<file path="config.mk">
export PLATFORM = sky130hd
export DESIGN_NAME = power_mode_wake_control
export DESIGN_NICKNAME = d
export VERILOG_FILES = /design/src/pkg/power_mode_pkg.sv /design/src/logic/power_mode_wake_control.sv /design/src/logic/wake_pin_detect.sv
export SDC_FILE = /design/constraint.sdc
export NUM_CORES = 1
export LEC_CHECK = 0
export CORE_MARGIN = 2
export CORE_UTILIZATION = 30
export CTS_BUF_LIST = sky130_fd_sc_hd__clkbuf_4
export DETAILED_ROUTE_END_ITERATION = 10
export DONT_BUFFER_PORTS = 1
export PLACE_DENSITY = 0.41
export SYNTH_ARGS = -nofsm -noshare
export SYNTH_HDL_FRONTEND = slang
export SYNTH_SLANG_ARGS = --single-unit
export TNS_END_PERCENT = 100
</file>
<file path="constraint.sdc">
create_clock -name clk_sys -period 9.9 [get_ports clk_sys]
set_input_delay 1.98 -clock clk_sys [delete_from_list [all_inputs] [get_ports clk_sys]]
set_output_delay 1.98 -clock clk_sys [all_outputs]
set_load 0.02 [all_outputs]
</file>
<file path="src/pkg/power_mode_pkg.sv">
package power_mode_pkg;

    // ----------------------------------------------------------------
    // Sizes
    // ----------------------------------------------------------------
    localparam int NUM_PINS = 32;
    localparam int IRQ_NUM  = 8;

    // ----------------------------------------------------------------
    // Wake trigger encodings
    // ----------------------------------------------------------------
    localparam logic [1:0] WAKE_ON_LOW    = 2'h0;
    localparam logic [1:0] WAKE_ON_HIGH   = 2'h1;
    localparam logic [1:0] WAKE_ON_CHANGE = 2'h2;

    // ----------------------------------------------------------------
    // Timing, in the units printed
    // ----------------------------------------------------------------
    localparam longint CLK_FREQ_HZ         = 64'd200000000;
    localparam longint CAL_INTERVAL_DEF_MS = 64'd8000;
    localparam longint CAL_INTERVAL_MIN_MS = 64'd250;
    localparam longint CAL_DURATION_MIN_US = 64'd16000;
    localparam longint CAL_DURATION_MAX_US = 64'd17000;
    localparam longint XTAL_STARTUP_MS     = 64'd250;

    // ----------------------------------------------------------------
    // Warm-up count and power states
    // ----------------------------------------------------------------
    localparam logic [1:0] WARM_DONE = 2'h3;

    typedef enum logic [2:0] {
        P_RUN  = 3'h1,
        P_DOZE = 3'h2,
        P_DEEP = 3'h4
    } pstate_e;

endpackage
</file>
<file path="src/logic/power_mode_wake_control.sv">
`timescale 1ns/1ps
// Operation
// - Any general pin can be enabled as a host wake source.
// - Each wake pin triggers on low level, high level or any change.
// - Exactly three power states: run, standby doze, deep sleep.
// - Wait-for-event point with nothing pending enters standby doze.
// - Any interrupt, serial or radio character included, returns doze to run.
// - Waking from deep sleep issues a full system reset.
// - Low-frequency clock comes from the RC oscillator unless crystal selected.
// - With RC source, calibration starts periodically, eight seconds by default.
// - Each calibration is held busy 16 to 17 ms before completing.
// - Calibration interval is configurable, never shorter than a quarter second.
// - Crystal gets a quarter second start-up before valid; no RC calibration.
module power_mode_wake_control
    import power_mode_pkg::*;
#(
    parameter logic [31:0] CAL_INTERVAL_CYC     =
        32'((CAL_INTERVAL_DEF_MS * CLK_FREQ_HZ) / 64'd1000),
    parameter logic [31:0] CAL_INTERVAL_MIN_CYC =
        32'((CAL_INTERVAL_MIN_MS * CLK_FREQ_HZ + 64'd999) / 64'd1000),
    parameter logic [31:0] CAL_DURATION_CYC     =
        32'((CAL_DURATION_MIN_US * CLK_FREQ_HZ + 64'd999999) / 64'd1000000),
    parameter logic [31:0] XTAL_STARTUP_CYC     =
        32'((XTAL_STARTUP_MS * CLK_FREQ_HZ + 64'd999) / 64'd1000)
)
(
    input  wire logic                     clk_sys,
    input  wire logic                     sys_rst,
    input  wire logic [NUM_PINS-1:0]      general_pin,
    input  wire logic [NUM_PINS-1:0]      wake_enable,
    input  wire logic [NUM_PINS-1:0][1:0] wake_mode,
    input  wire logic                     wait_for_event_point,
    input  wire logic                     events_pending,
    input  wire logic [IRQ_NUM-1:0]       irq_lines,
    input  wire logic                     uart_rx_char,
    input  wire logic                     radio_rx_char,
    input  wire logic                     deep_sleep_req,
    input  wire logic                     crystal_select,
    input  wire logic                     cal_interval_custom_en,
    input  wire logic [31:0]              cal_interval,
    output logic                          run_active,
    output logic                          doze_active,
    output logic                          deep_active,
    output logic                          system_reset_req,
    output logic                          wake_event,
    output logic                          cal_start,
    output logic                          cal_busy,
    output logic                          cal_done,
    output logic                          crystal_osc_en,
    output logic                          low_freq_clock_valid
);

    // ----------------------------------------------------------------
    // State
    // ----------------------------------------------------------------
    typedef struct packed {
        pstate_e     mode;
        logic        rst_pulse;
        logic        wake_seen;
        logic [31:0] cal_timer;
        logic        cal_busy;
        logic        cal_start;
        logic        cal_done;
        logic        xtal_sel;
        logic [31:0] xtal_timer;
        logic        xtal_ready;
        logic        lf_valid;
    } ctl_s;

    ctl_s                st;
    ctl_s                next_st;
    logic [NUM_PINS-1:0] wake_hit;
    logic                wake_any;
    logic                irq_any;
    logic [31:0]         interval_eff;

    // ----------------------------------------------------------------
    // Wake pin front end
    // ----------------------------------------------------------------
    wake_pin_detect u_wake (
        .clk_sys     (clk_sys),
        .sys_rst     (sys_rst),
        .general_pin (general_pin),
        .wake_enable (wake_enable),
        .wake_mode   (wake_mode),
        .wake_hit    (wake_hit)
    );

    assign wake_any = |wake_hit;
    assign irq_any  = (|irq_lines) | uart_rx_char | radio_rx_char;

    // Short requests are clamped up, so software cannot burn charge
    always_comb begin
        if (!cal_interval_custom_en) begin
            interval_eff = CAL_INTERVAL_CYC;
        end else if (cal_interval < CAL_INTERVAL_MIN_CYC) begin
            interval_eff = CAL_INTERVAL_MIN_CYC;
        end else begin
            interval_eff = cal_interval;
        end
    end

    // ----------------------------------------------------------------
    // Next state
    // ----------------------------------------------------------------
    always_comb begin
        next_st           = st;
        next_st.rst_pulse = 1'b0;
        next_st.cal_start = 1'b0;
        next_st.cal_done  = 1'b0;
        next_st.wake_seen = wake_any;

        // Power modes; deep sleep request outranks doze
        unique case (st.mode)
            P_RUN: begin
                if (deep_sleep_req) begin
                    next_st.mode = P_DEEP;
                end else if (wait_for_event_point && !events_pending && !irq_any) begin
                    next_st.mode = P_DOZE;
                end
            end
            P_DOZE: begin
                if (irq_any || wake_any) begin
                    next_st.mode = P_RUN;
                end
            end
            P_DEEP: begin
                if (wake_any) begin
                    next_st.mode      = P_RUN;
                    next_st.rst_pulse = 1'b1;
                end
            end
            default: next_st.mode = P_RUN;
        endcase

        // Clock source; crystal once selected, clock not valid until it has started
        next_st.xtal_sel = crystal_select;
        if (!st.xtal_sel) begin
            next_st.xtal_ready = 1'b0;
            next_st.xtal_timer = XTAL_STARTUP_CYC - 32'h1;
        end else if (!st.xtal_ready) begin
            if (st.xtal_timer == 32'h0) begin
                next_st.xtal_ready = 1'b1;
            end else begin
                next_st.xtal_timer = st.xtal_timer - 32'h1;
            end
        end
        next_st.lf_valid = next_st.xtal_sel ? next_st.xtal_ready : 1'b1;

        // Calibration only while RC is the source
        if (st.xtal_sel) begin
            next_st.cal_busy  = 1'b0;
            next_st.cal_timer = interval_eff - 32'h1;
        end else if (!st.cal_busy) begin
            if (st.cal_timer == 32'h0) begin
                next_st.cal_start = 1'b1;
                next_st.cal_busy  = 1'b1;
                next_st.cal_timer = CAL_DURATION_CYC - 32'h1;
            end else if (st.cal_timer >= interval_eff) begin
                next_st.cal_timer = interval_eff - 32'h1;
            end else begin
                next_st.cal_timer = st.cal_timer - 32'h1;
            end
        end else begin
            if (st.cal_timer == 32'h0) begin
                next_st.cal_busy  = 1'b0;
                next_st.cal_done  = 1'b1;
                next_st.cal_timer = interval_eff - 32'h1;
            end else begin
                next_st.cal_timer = st.cal_timer - 32'h1;
            end
        end
    end

    // ----------------------------------------------------------------
    // Registers
    // ----------------------------------------------------------------
    always_ff @(posedge clk_sys or posedge sys_rst) begin
        if (sys_rst) begin
            st            <= '0;
            st.mode       <= P_RUN;
            st.cal_timer  <= CAL_INTERVAL_CYC - 32'h1;
            st.xtal_timer <= XTAL_STARTUP_CYC - 32'h1;
            st.lf_valid   <= 1'b1;
        end else begin
            st <= next_st;
        end
    end

    assign run_active           = (st.mode == P_RUN);
    assign doze_active          = (st.mode == P_DOZE);
    assign deep_active          = (st.mode == P_DEEP);
    assign system_reset_req     = st.rst_pulse;
    assign wake_event           = st.wake_seen;
    assign cal_start            = st.cal_start;
    assign cal_busy             = st.cal_busy;
    assign cal_done             = st.cal_done;
    assign crystal_osc_en       = st.xtal_sel;
    assign low_freq_clock_valid = st.lf_valid;

    // ----------------------------------------------------------------
    // Checks
    // ----------------------------------------------------------------
    logic [31:0] busy_len;
    logic [31:0] idle_len;
    logic [31:0] xtal_len;

    always_ff @(posedge clk_sys or posedge sys_rst) begin
        if (sys_rst) begin
            busy_len <= 32'h0;
            idle_len <= 32'h0;
            xtal_len <= 32'h0;
        end else begin
            busy_len <= st.cal_busy ? busy_len + 32'h1 : 32'h0;
            idle_len <= (st.cal_busy || st.xtal_sel) ? 32'h0 : idle_len + 32'h1;
            xtal_len <= (st.xtal_sel && !st.xtal_ready) ? xtal_len + 32'h1 : 32'h0;
        end
    end

    a_one_state: assert property (@(posedge clk_sys) disable iff (sys_rst)
        $onehot(st.mode))
        else $error("power state not one-hot");

    a_doze_entry: assert property (@(posedge clk_sys) disable iff (sys_rst)
        (run_active && wait_for_event_point && !events_pending && !irq_any
         && !deep_sleep_req) |=> doze_active)
        else $error("doze not entered");

    a_doze_exit: assert property (@(posedge clk_sys) disable iff (sys_rst)
        (doze_active && irq_any) |=> run_active && !system_reset_req)
        else $error("interrupt did not end doze");

    a_deep_reset: assert property (@(posedge clk_sys) disable iff (sys_rst)
        (deep_active && wake_any) |=> (system_reset_req && run_active) ##1 !system_reset_req)
        else $error("deep wake without single reset pulse");

    a_reset_cause: assert property (@(posedge clk_sys) disable iff (sys_rst)
        system_reset_req |-> $past(deep_active, 1))
        else $error("reset pulse outside deep wake");

    a_cal_length: assert property (@(posedge clk_sys) disable iff (sys_rst)
        $fell(cal_busy) && cal_done |-> busy_len == CAL_DURATION_CYC)
        else $error("calibration length wrong");

    a_cal_spacing: assert property (@(posedge clk_sys) disable iff (sys_rst)
        cal_start && $past(idle_len, 1) != 32'h0 |-> $past(idle_len, 1) >= CAL_INTERVAL_MIN_CYC - 32'h1)
        else $error("calibration interval too short");

    a_no_cal_xtal: assert property (@(posedge clk_sys) disable iff (sys_rst)
        crystal_osc_en |=> !cal_start)
        else $error("calibration while crystal selected");

    a_xtal_wait: assert property (@(posedge clk_sys) disable iff (sys_rst)
        $rose(low_freq_clock_valid) && crystal_osc_en |-> xtal_len == XTAL_STARTUP_CYC)
        else $error("crystal start-up wait wrong");

endmodule

</file>
<file path="src/logic/wake_pin_detect.sv">
`timescale 1ns/1ps
module wake_pin_detect
    import power_mode_pkg::*;
(
    input  wire logic                     clk_sys,
    input  wire logic                     sys_rst,
    input  wire logic [NUM_PINS-1:0]      general_pin,
    input  wire logic [NUM_PINS-1:0]      wake_enable,
    input  wire logic [NUM_PINS-1:0][1:0] wake_mode,
    output logic      [NUM_PINS-1:0]      wake_hit
);

    // ----------------------------------------------------------------
    // State
    // ----------------------------------------------------------------
    typedef struct packed {
        logic [NUM_PINS-1:0] sync1;
        logic [NUM_PINS-1:0] sync2;
        logic [NUM_PINS-1:0] prev;
        logic [NUM_PINS-1:0] hit;
        logic [1:0]          warm;
    } det_s;

    det_s                st;
    det_s                next_st;
    logic [NUM_PINS-1:0] hit_now;

    // ----------------------------------------------------------------
    // Per-pin trigger
    // ----------------------------------------------------------------
    // Only sync2 and prev are looked at; sync1 may be metastable
    for (genvar i = 0; i < NUM_PINS; i++) begin : g_pin
        always_comb begin
            hit_now[i] = 1'b0;
            if (wake_enable[i]) begin
                unique case (wake_mode[i])
                    WAKE_ON_LOW:    hit_now[i] = ~st.sync2[i];
                    WAKE_ON_HIGH:   hit_now[i] = st.sync2[i];
                    WAKE_ON_CHANGE: hit_now[i] = (st.warm == WARM_DONE) &&
                                                 (st.sync2[i] != st.prev[i]);
                    default:        hit_now[i] = 1'b0;
                endcase
            end
        end

        a_high_wake: assert property (@(posedge clk_sys) disable iff (sys_rst)
            (wake_enable[i] && wake_mode[i] == WAKE_ON_HIGH && general_pin[i])[*4]
            |=> wake_hit[i])
            else $error("high level wake not seen");

        a_sync_delay: assert property (@(posedge clk_sys) disable iff (sys_rst)
            (wake_hit[i] && $past(wake_mode[i], 1) == WAKE_ON_HIGH
             && $past(wake_enable[i], 1)) |-> $past(general_pin[i], 3))
            else $error("wake taken without synchronised level");
    end

    // ----------------------------------------------------------------
    // Registers
    // ----------------------------------------------------------------
    always_comb begin
        next_st       = st;
        next_st.sync1 = general_pin;
        next_st.sync2 = st.sync1;
        next_st.prev  = st.sync2;
        next_st.hit   = hit_now;
        if (st.warm != WARM_DONE) begin
            next_st.warm = st.warm + 2'h1;
        end
    end

    always_ff @(posedge clk_sys or posedge sys_rst) begin
        if (sys_rst) begin
            st <= '0;
        end else begin
            st <= next_st;
        end
    end

    assign wake_hit = st.hit;

endmodule

</file>
# After elaboration in Yosys (flattened, before gate mapping)
# Cells that the tools add are included.
# word_totals
regBits	205
word_cells	325
input_bits	177
output_inout_bits	10
# classes
reduce_logical	75
add_sub_neg	4
muxes	88
bitwise	34
eq_ne	106
n_lt_le_gt_ge	2
# ops
cell	n
2-to-1 mux 32 bit	6
2-to-1 mux 33 bit	4
case mux 1 bit (3 select lines)	32
subtractor 32 x 1 -> 32 bit (second input constant)	3
equality test 2 bit (second input constant)	33
equality test 2 x 1 -> 1 bit (second input constant)	32
zero test 2 bit	32
zero test 32 bit	2
2-to-1 mux 1 bit	39
logical AND 1 bit	34
>= comparator 32 bit	1
less-than comparator 32 x 26 -> 1 bit (second input constant)	1
!= test 1 bit	32
NOT 1 bit	32
OR reduction 32 bit	1
2-to-1 mux 3 bit	3
case mux 3 bit (3 select lines)	1
OR reduction 8 bit	1
!= test 2 bit (second input constant)	3
2-to-1 mux 2 bit	2
2-to-1 mux 4 bit	1
!= test 2 x 1 -> 1 bit (second input constant)	2
equality test 3 x 1 -> 1 bit (second input constant)	1
equality test 3 x 2 -> 1 bit (second input constant)	1
other kinds (8)	10

# Longest topological paths before layout
# Gate-level depths: netlist (run 1).
# depth
depth_word	8
depth_mapped	18
depth_no_buf	14

# Cells and area by module
# A second synthesis (run 1) with hierarchy kept.
# unflattened
hier_cells	1043
area_unflattened_um2	10685.2
# modules_own_cells
mod	instances	cells_per_inst	area_each_um2	seq_area_each_um2
power_mode_wake_control	1	646	5672.9	1930.6
wake_pin_detect	1	397	5012.3	3253.1

# Worst setup path after synthesis (run 1)
# OpenSTA, ideal clock, no wires.
# synth_timing
path_kind	input port to flip-flop
start	input cal_interval[31]
end	register st[50] in the netlist's numbering
path_buffers	1
path_stages	15
path_slack_ps	3975
t_required_ps	9776
arrival_ps	5801
setup_ps	124
cell_sequence	or4_1 a2111o_1 o21ai_2 nand2_1 nand2_1 inv_1 ha_1 nand2b_1 a2111o_1 a311oi_1 a211oi_1 nor4_1 buf_2 nor2_1 a211o_1
# synth_rtl
element	line	rtl
start: declaration	power_mode_wake_control.sv:40	input wire logic [31:0] cal_interval,
end signal: assignment	power_mode_wake_control.sv:186	st <= next_st;
end: declaration	power_mode_wake_control.sv:70	ctl_s st;

==> flow_summary.yaml, run 1 <==
run_status:
  status: "completed"
setup_path:
  worst-setup-path-type: "primary input to flip-flop"
  crit_start: "cal_interval[31]"
  crit_required_ns: 10.52
  rr_endpoint: "st[39]"
  critPathArrivalTime_ns: 6.58
  reg2reg_from: "st[38]"
  r2r_setup_slack_ns: 6.37
  end_kind: "flip-flop"
  r2r_cells: 8
  worstSetupStartpointType: "primary input"
  crit_end: "st[60]"
  cp_max_fo: 19
timing:
  finalHoldViolCount: 0
  period_minus_slack_ns: 5.95
  slew_viol_final: 0
  relSlewSlack: 0.352
  setup_violations: 0
  worstMarginPinSlew_ns: 0.969
  fin_skew_ns: 0.0321
  rsz0062_at_grt: "false"
  min_period_over_period: 0.601
  max_freq_mhz: 168
  final.setup.tns_ns: 0
detailed_routing:
  drtAntennaViolNets: 0
  drc: 0
  wirelength_um: 27500
  post_drt_wl_per_cell_um: 17.5
  drt_iter0_drc: 361
  dr_wl_met2_um: 12500
  wl_met1_um: 12400
  met3_length_um: 1920
  maxUsedRoutingLayer: "met4"
  num_vias: 7785
  vias_per_cell: 4.96
  first_pass_iters: 6
floorplan:
  die_height_um: 189
  rows: 67
  ios: 187
  core-area_um2: 33600
  die_area_um2: 35700
  die_w_um: 189
  start_util: 0.305
final_layout:
  nNetsFinal: 1284
  stdcell_area_um2: 11600
  syn_to_final_growth_pct: 12.9
  drive_gt1_frac: 0.151
  fillers: 3486
clock_tree:
  cts_sinks: 205
  clockRootBuffer: "clkbuf_4"
  cts.path.max_buffers: 3
  insertion_delay_ns: 0.70
  htreeDepth: 2
  postCtsSetupBuffers: 0
  cts_tree: "built"
  cts_buffers: 61
  clk_pin_slew_worst_paths_ns: 0.07
  cts_hold_buf: 0
  cts_resized: 0
synthesis:
  syn_nets: 1240
  async_flop_share: 1.00
  syn-cell-area_um2: 10300
  synthFlopType: "dfrtp_1"
  synth_cell_types: 61
  synth_warnings: 0
  syn_inst: 1025
  synth-edff-count: 0
  syn_avg_cell_area_um2: 10.0
  ys_seq_area_frac: 0.505
  synth_seq_cells: 205
global_routing:
  grt_use_total: 0.154
  grt_pass1_vias: 7882
  grt_overflow: 0
  grt_max_degree: 131
  antenna_found_initial: 2
  grt_pass1_wl_um: 43000
pwr:
  vdd_drop_max_uv: 67.0
  power.total_uw: 2060
  p_per_area_nw_per_um2: 178
  p_leak_uw: 0.00493
place:
  dp_hpwl_um: 19500
  place_congestion: 0.774
  dpl_cell_area_um2: 10800
  portBuffers: 0
min_path:
  min_path_type: "flip-flop to flip-flop"
  hp-start: "u_wake.next_st[88]"
flow_run:
  maxCapViolations: 0
-- Yosys cell counts (5+ instances only) --
cell | count | area share
dfrtp_1 | 162 | 0.40
nand2_1 | 146 | 0.053
nor2_1 | 74 | 0.027
a21oi_1 | 55 | 0.027
and2_1 | 50 | 0.030
dfstp_2 | 43 | 0.11
o21ai_0 | 41 | 0.020
nor3_1 | 40 | 0.020
xnor2_1 | 39 | 0.033
xor2_1 | 39 | 0.033
ha_1 | 38 | 0.046
o22ai_1 | 38 | 0.023
mux2i_1 | 37 | 0.036
nor4_1 | 34 | 0.021
or3_1 | 21 | 0.013
clkbuf_1 | 20 | 0.0073
inv_1 | 16 | 0.0059
or4_1 | 13 | 0.0095
nand2b_1 | 10 | 0.0061
nand3_1 | 9 | 0.0044
nor2b_1 | 7 | 0.0043
o211ai_1 | 7 | 0.0051
nand4_1 | 6 | 0.0037
buf_2 | 5 | 0.0024
o31ai_1 | 5 | 0.0037
or2_2 | 5 | 0.0030
-- cells in the final DEF (no fill, tap or decap), drive strengths merged, types with 38 or more instances in the layout --
cell,synthesis,routed
xnor2,39,39
ha,38,38
nor2,74,74
xor2,39,39
nand2,146,146
o21ai,44,44
and2,50,50
clkbuf,20,95
a21oi,55,55
dfrtp,162,162
nor3,41,41
o22ai,38,38
dfstp,43,43
-- critical path, cell delays in order --
cell      delay, ns
or4_1          0.57
a2111o_1       0.45
o21ai_2        0.29
and2_1         0.65
nor2_1         0.12
ha_1           0.33
nand4_1        0.11
or4_1          0.52
a211oi_1       0.48
or4_1          0.70
o21ai_0        0.19
o22ai_1        0.19
-- registers in the layout (all words and copies together) (netlist names) --
| signal | flops |
|---|---|
| low_freq_clock_valid | 1 |
| u_wake.st | 34 |
| st | 68 |
| cal_busy | 1 |
| cal_start | 1 |
| u_wake.wake_hit | 32 |
| cal_done | 1 |
| wake_event | 1 |
| crystal_osc_en | 1 |
| u_wake.next_st | 64 |
| system_reset_req | 1 |
-- metal layers --
layer	up-vias	track usage
li1	3794	-
met1	3699	0.201
met2	242	0.245
met3	50	0.0415
met4	0	0.0556
met5	-	0
-- logic make-up (layout without fill, tap and decap cells) --
| group | Yosys count | count (layout) | synth area share |
|---|---|---|---|
| other | 0 | 3 | 0 |
| muxes | 39 | 39 | 0.0383 |
| and+or+nand+nor | 438 | 438 | 0.216 |
| buffers and inverters | 42 | 137 | 0.0163 |
| AOI/OAI and AO/OA | 185 | 185 | 0.111 |
| DFF | 205 | 205 | 0.505 |
| adders and majority gates | 38 | 38 | 0.0464 |
| xor gates and xnor gates | 78 | 78 | 0.0666 |
-- power breakdown --
part / switching (µW) / internal, µW
Clock: 377 / 435
Combinational: 149 / 118
Sequential: 65.7 / 920
Total: 591 / 1470
-- how the worst min path moves through the flow --
stage                                     to  slack, ns  cells after the start
final                     u_wake.next_st[56]       0.35                      0
after global routing      u_wake.next_st[65]       0.35                      0
after CTS                 u_wake.next_st[63]       0.34                      0
after detailed placement  u_wake.next_st[35]       0.33                      0
after global placement    u_wake.next_st[37]       0.33                      0
after floorplan           u_wake.next_st[34]       0.33                      0
-- metrics by stage --
stage	std cells	hold slack, ns	utilization	worst slack [ns]
after floorplan	1025	0.331	-	2.40
after global placement	1454	0.331	0.321	3.31
after detailed placement	1454	0.335	0.321	3.23
after CTS	1568	0.341	0.344	4.01
after global routing	1569	0.348	0.344	3.69
final	1571	0.346	0.344	3.95
-- area by class of cell --
class                      instances  area, µm²  area share
antenna                            3       7.51    0.000649
clock inverter                    19       76.3     0.00659
sequential                       205       5180       0.448
clock buffer                      95        713      0.0616
timing repair buffer               7       52.6     0.00454
inverter                          16       67.6     0.00584
tap                              448        561      0.0484
multi-input combinational        778       4910       0.424
Note: power is estimated with default switching activity, not from simulation.
==> run 2, diff against run 1 <==
Clock period 9.9 ns to 6.19 ns, I/O delays scaled along.
==> flow_summary.yaml, run 2 (synthesized netlist as in run 1, its figures left out) <==
timing:
  worstMarginPinSlew_ns: 0.928
  relSlewSlack: 0.381
  min_period_over_period: 0.795
  setup_violations: 0
  period_minus_slack_ns: 4.92
  final.setup.tns_ns: 0
  rsz0062_at_grt: "false"
  fin_skew_ns: 0.0333
  max_freq_mhz: 203
  finalHoldViolCount: 0
  slew_viol_final: 0
detailed_routing:
  drtAntennaViolNets: 0
  vias_per_cell: 4.96
  wirelength_um: 27900
  first_pass_iters: 4
  post_drt_wl_per_cell_um: 17.7
  drc: 0
  drt_iter0_drc: 386
  num_vias: 7811
pwr:
  internal-power_uw: 2380
  p_leak_uw: 0.00496
  p_switching_uw: 934
  seqPwrFrac: 0.476
  power.total_uw: 3320
  swShare: 0.282
  clkPwrFrac: 0.395
  p_per_area_nw_per_um2: 285
  vdd_drop_max_uv: 80.6
  combPwrFrac: 0.129
clock_tree:
  postCtsSetupBuffers: 0
  cts_hold_buf: 0
  htreeDepth: 2
  insertion_delay_ns: 0.71
  cts_tree: "built"
  cts_sinks: 205
  cts.path.max_buffers: 3
  clockRootBuffer: "clkbuf_4"
  cts_resized: 0
  clk_pin_slew_worst_paths_ns: 0.06
  cts_buffers: 60
floorplan:
  die_w_um: 189
  die_area_um2: 35700
  die_height_um: 189
  start_util: 0.305
  rows: 67
  core-area_um2: 33600
  ios: 187
global_routing:
  grt_pass1_vias: 7980
  grt_max_degree: 106
  grt_overflow: 0
  antenna_found_initial: 4
  grt_pass1_wl_um: 43800
  grt_use_total: 0.157
setup_path:
  crit_required_ns: 6.83
  cp_max_fo: 26
  crit_path_frequent_cell: "nand2_1"
  critical_path_buf_inv_count: 1
  slowest_delay_ns: 0.61
  worstSetupStartpointType: "primary input"
  critPathArrivalTime_ns: 5.56
  worst-setup-path-type: "primary input to flip-flop"
  crit_path_top_delay_cell: "or4_1"
  end_kind: "flip-flop"
  path_cells: "or4_1 -> a2111o_1 -> o21ai_2 -> nand2_1 -> nand2_1 -> ha_1 -> nand2_1 -> or3_1 -> or4_1 -> a211oi_1 -> nor4_2 -> buf_4 -> or2_2 -> o22ai_1"
  path_delay_family: "simple AND/OR/NAND/NOR gates"
  r2r_setup_slack_ns: 2.90
final_layout:
  drive_gt1_frac: 0.152
  syn_to_final_growth_pct: 13.4
  final_common_cell: "dfrtp_1"
  largest_register_ffs: 68
  layout_common_cells: "dfrtp_1 (162), nand2_1 (146), clkbuf_4 (93)"
  nNetsFinal: 1289
  regMostFlops: "st"
flow_run:
  maxCapViolations: 0
min_path:
  min_path_type: "flip-flop to flip-flop"
place:
  dp_hpwl_um: 20200
  portBuffers: 0
  place_congestion: 0.791
run_status:
  status: "completed"
==> run 2: final cells by class <==
cell class | count | area, µm²
Fill cell | 3485 | 22000
Sequential cell | 205 | 5180
Multi-Input combinational cell | 778 | 4910
Clock buffer | 93 | 698
Tap cell | 448 | 561
Timing Repair Buffer | 13 | 110
Clock inverter | 17 | 93.8
Inverter | 16 | 63.8
Antenna cell | 4 | 10.0
==> run 2: metal layers <==
| metal | wire length (µm) | vias up | track usage |
|---|---|---|---|
| met5 | 0 | - | 0 |
| met4 | 623 | 0 | 0.0580 |
| met3 | 1670 | 49 | 0.0397 |
| met2 | 12600 | 229 | 0.247 |
| met1 | 13000 | 3723 | 0.209 |
| li1 | - | 3810 | - |
==> run 2: stage by stage <==
| stage | setup slack [ns] | area, µm² | hold WS, ns | util | std cells |
|---|---|---|---|---|---|
| after global routing | 1.04 | 11600 | 0.328 | 0.346 | 1572 |
| after global placement | 0.659 | 10800 | 0.332 | 0.322 | 1460 |
| after CTS | 1.35 | 11600 | 0.336 | 0.346 | 1570 |
| after floorplan | 1.01 | 10300 | 0.331 | - | 1025 |
| final | 1.27 | 11600 | 0.342 | 0.346 | 1574 |
| after detailed placement | 0.548 | 10800 | 0.335 | 0.322 | 1460 |
==> run 2: final timing paths <==
path | from | end | cells after the start
max | cal_interval[31] | st[49] | 14
max in group asynchronous | sys_rst | u_wake.st[54] | 2
max reg2reg | st[11] | st[10] | 8
min in group asynchronous | sys_rst | st[28] | 1
min reg2reg | u_wake.next_st[85] | u_wake.next_st[53] | 0
min | u_wake.next_st[85] | u_wake.next_st[53] | 0
==> run 2: power by group through the flow <==
stage / registers, µW / logic (µW) / clock network (µW)
global route: 1590 / 495 / 1450
CTS: 1580 / 435 / 1380
finish: 1580 / 428 / 1310
floorplan: 1570 / 340 / 0
detailed placement: 1600 / 432 / 0
global placement: 1600 / 429 / 0
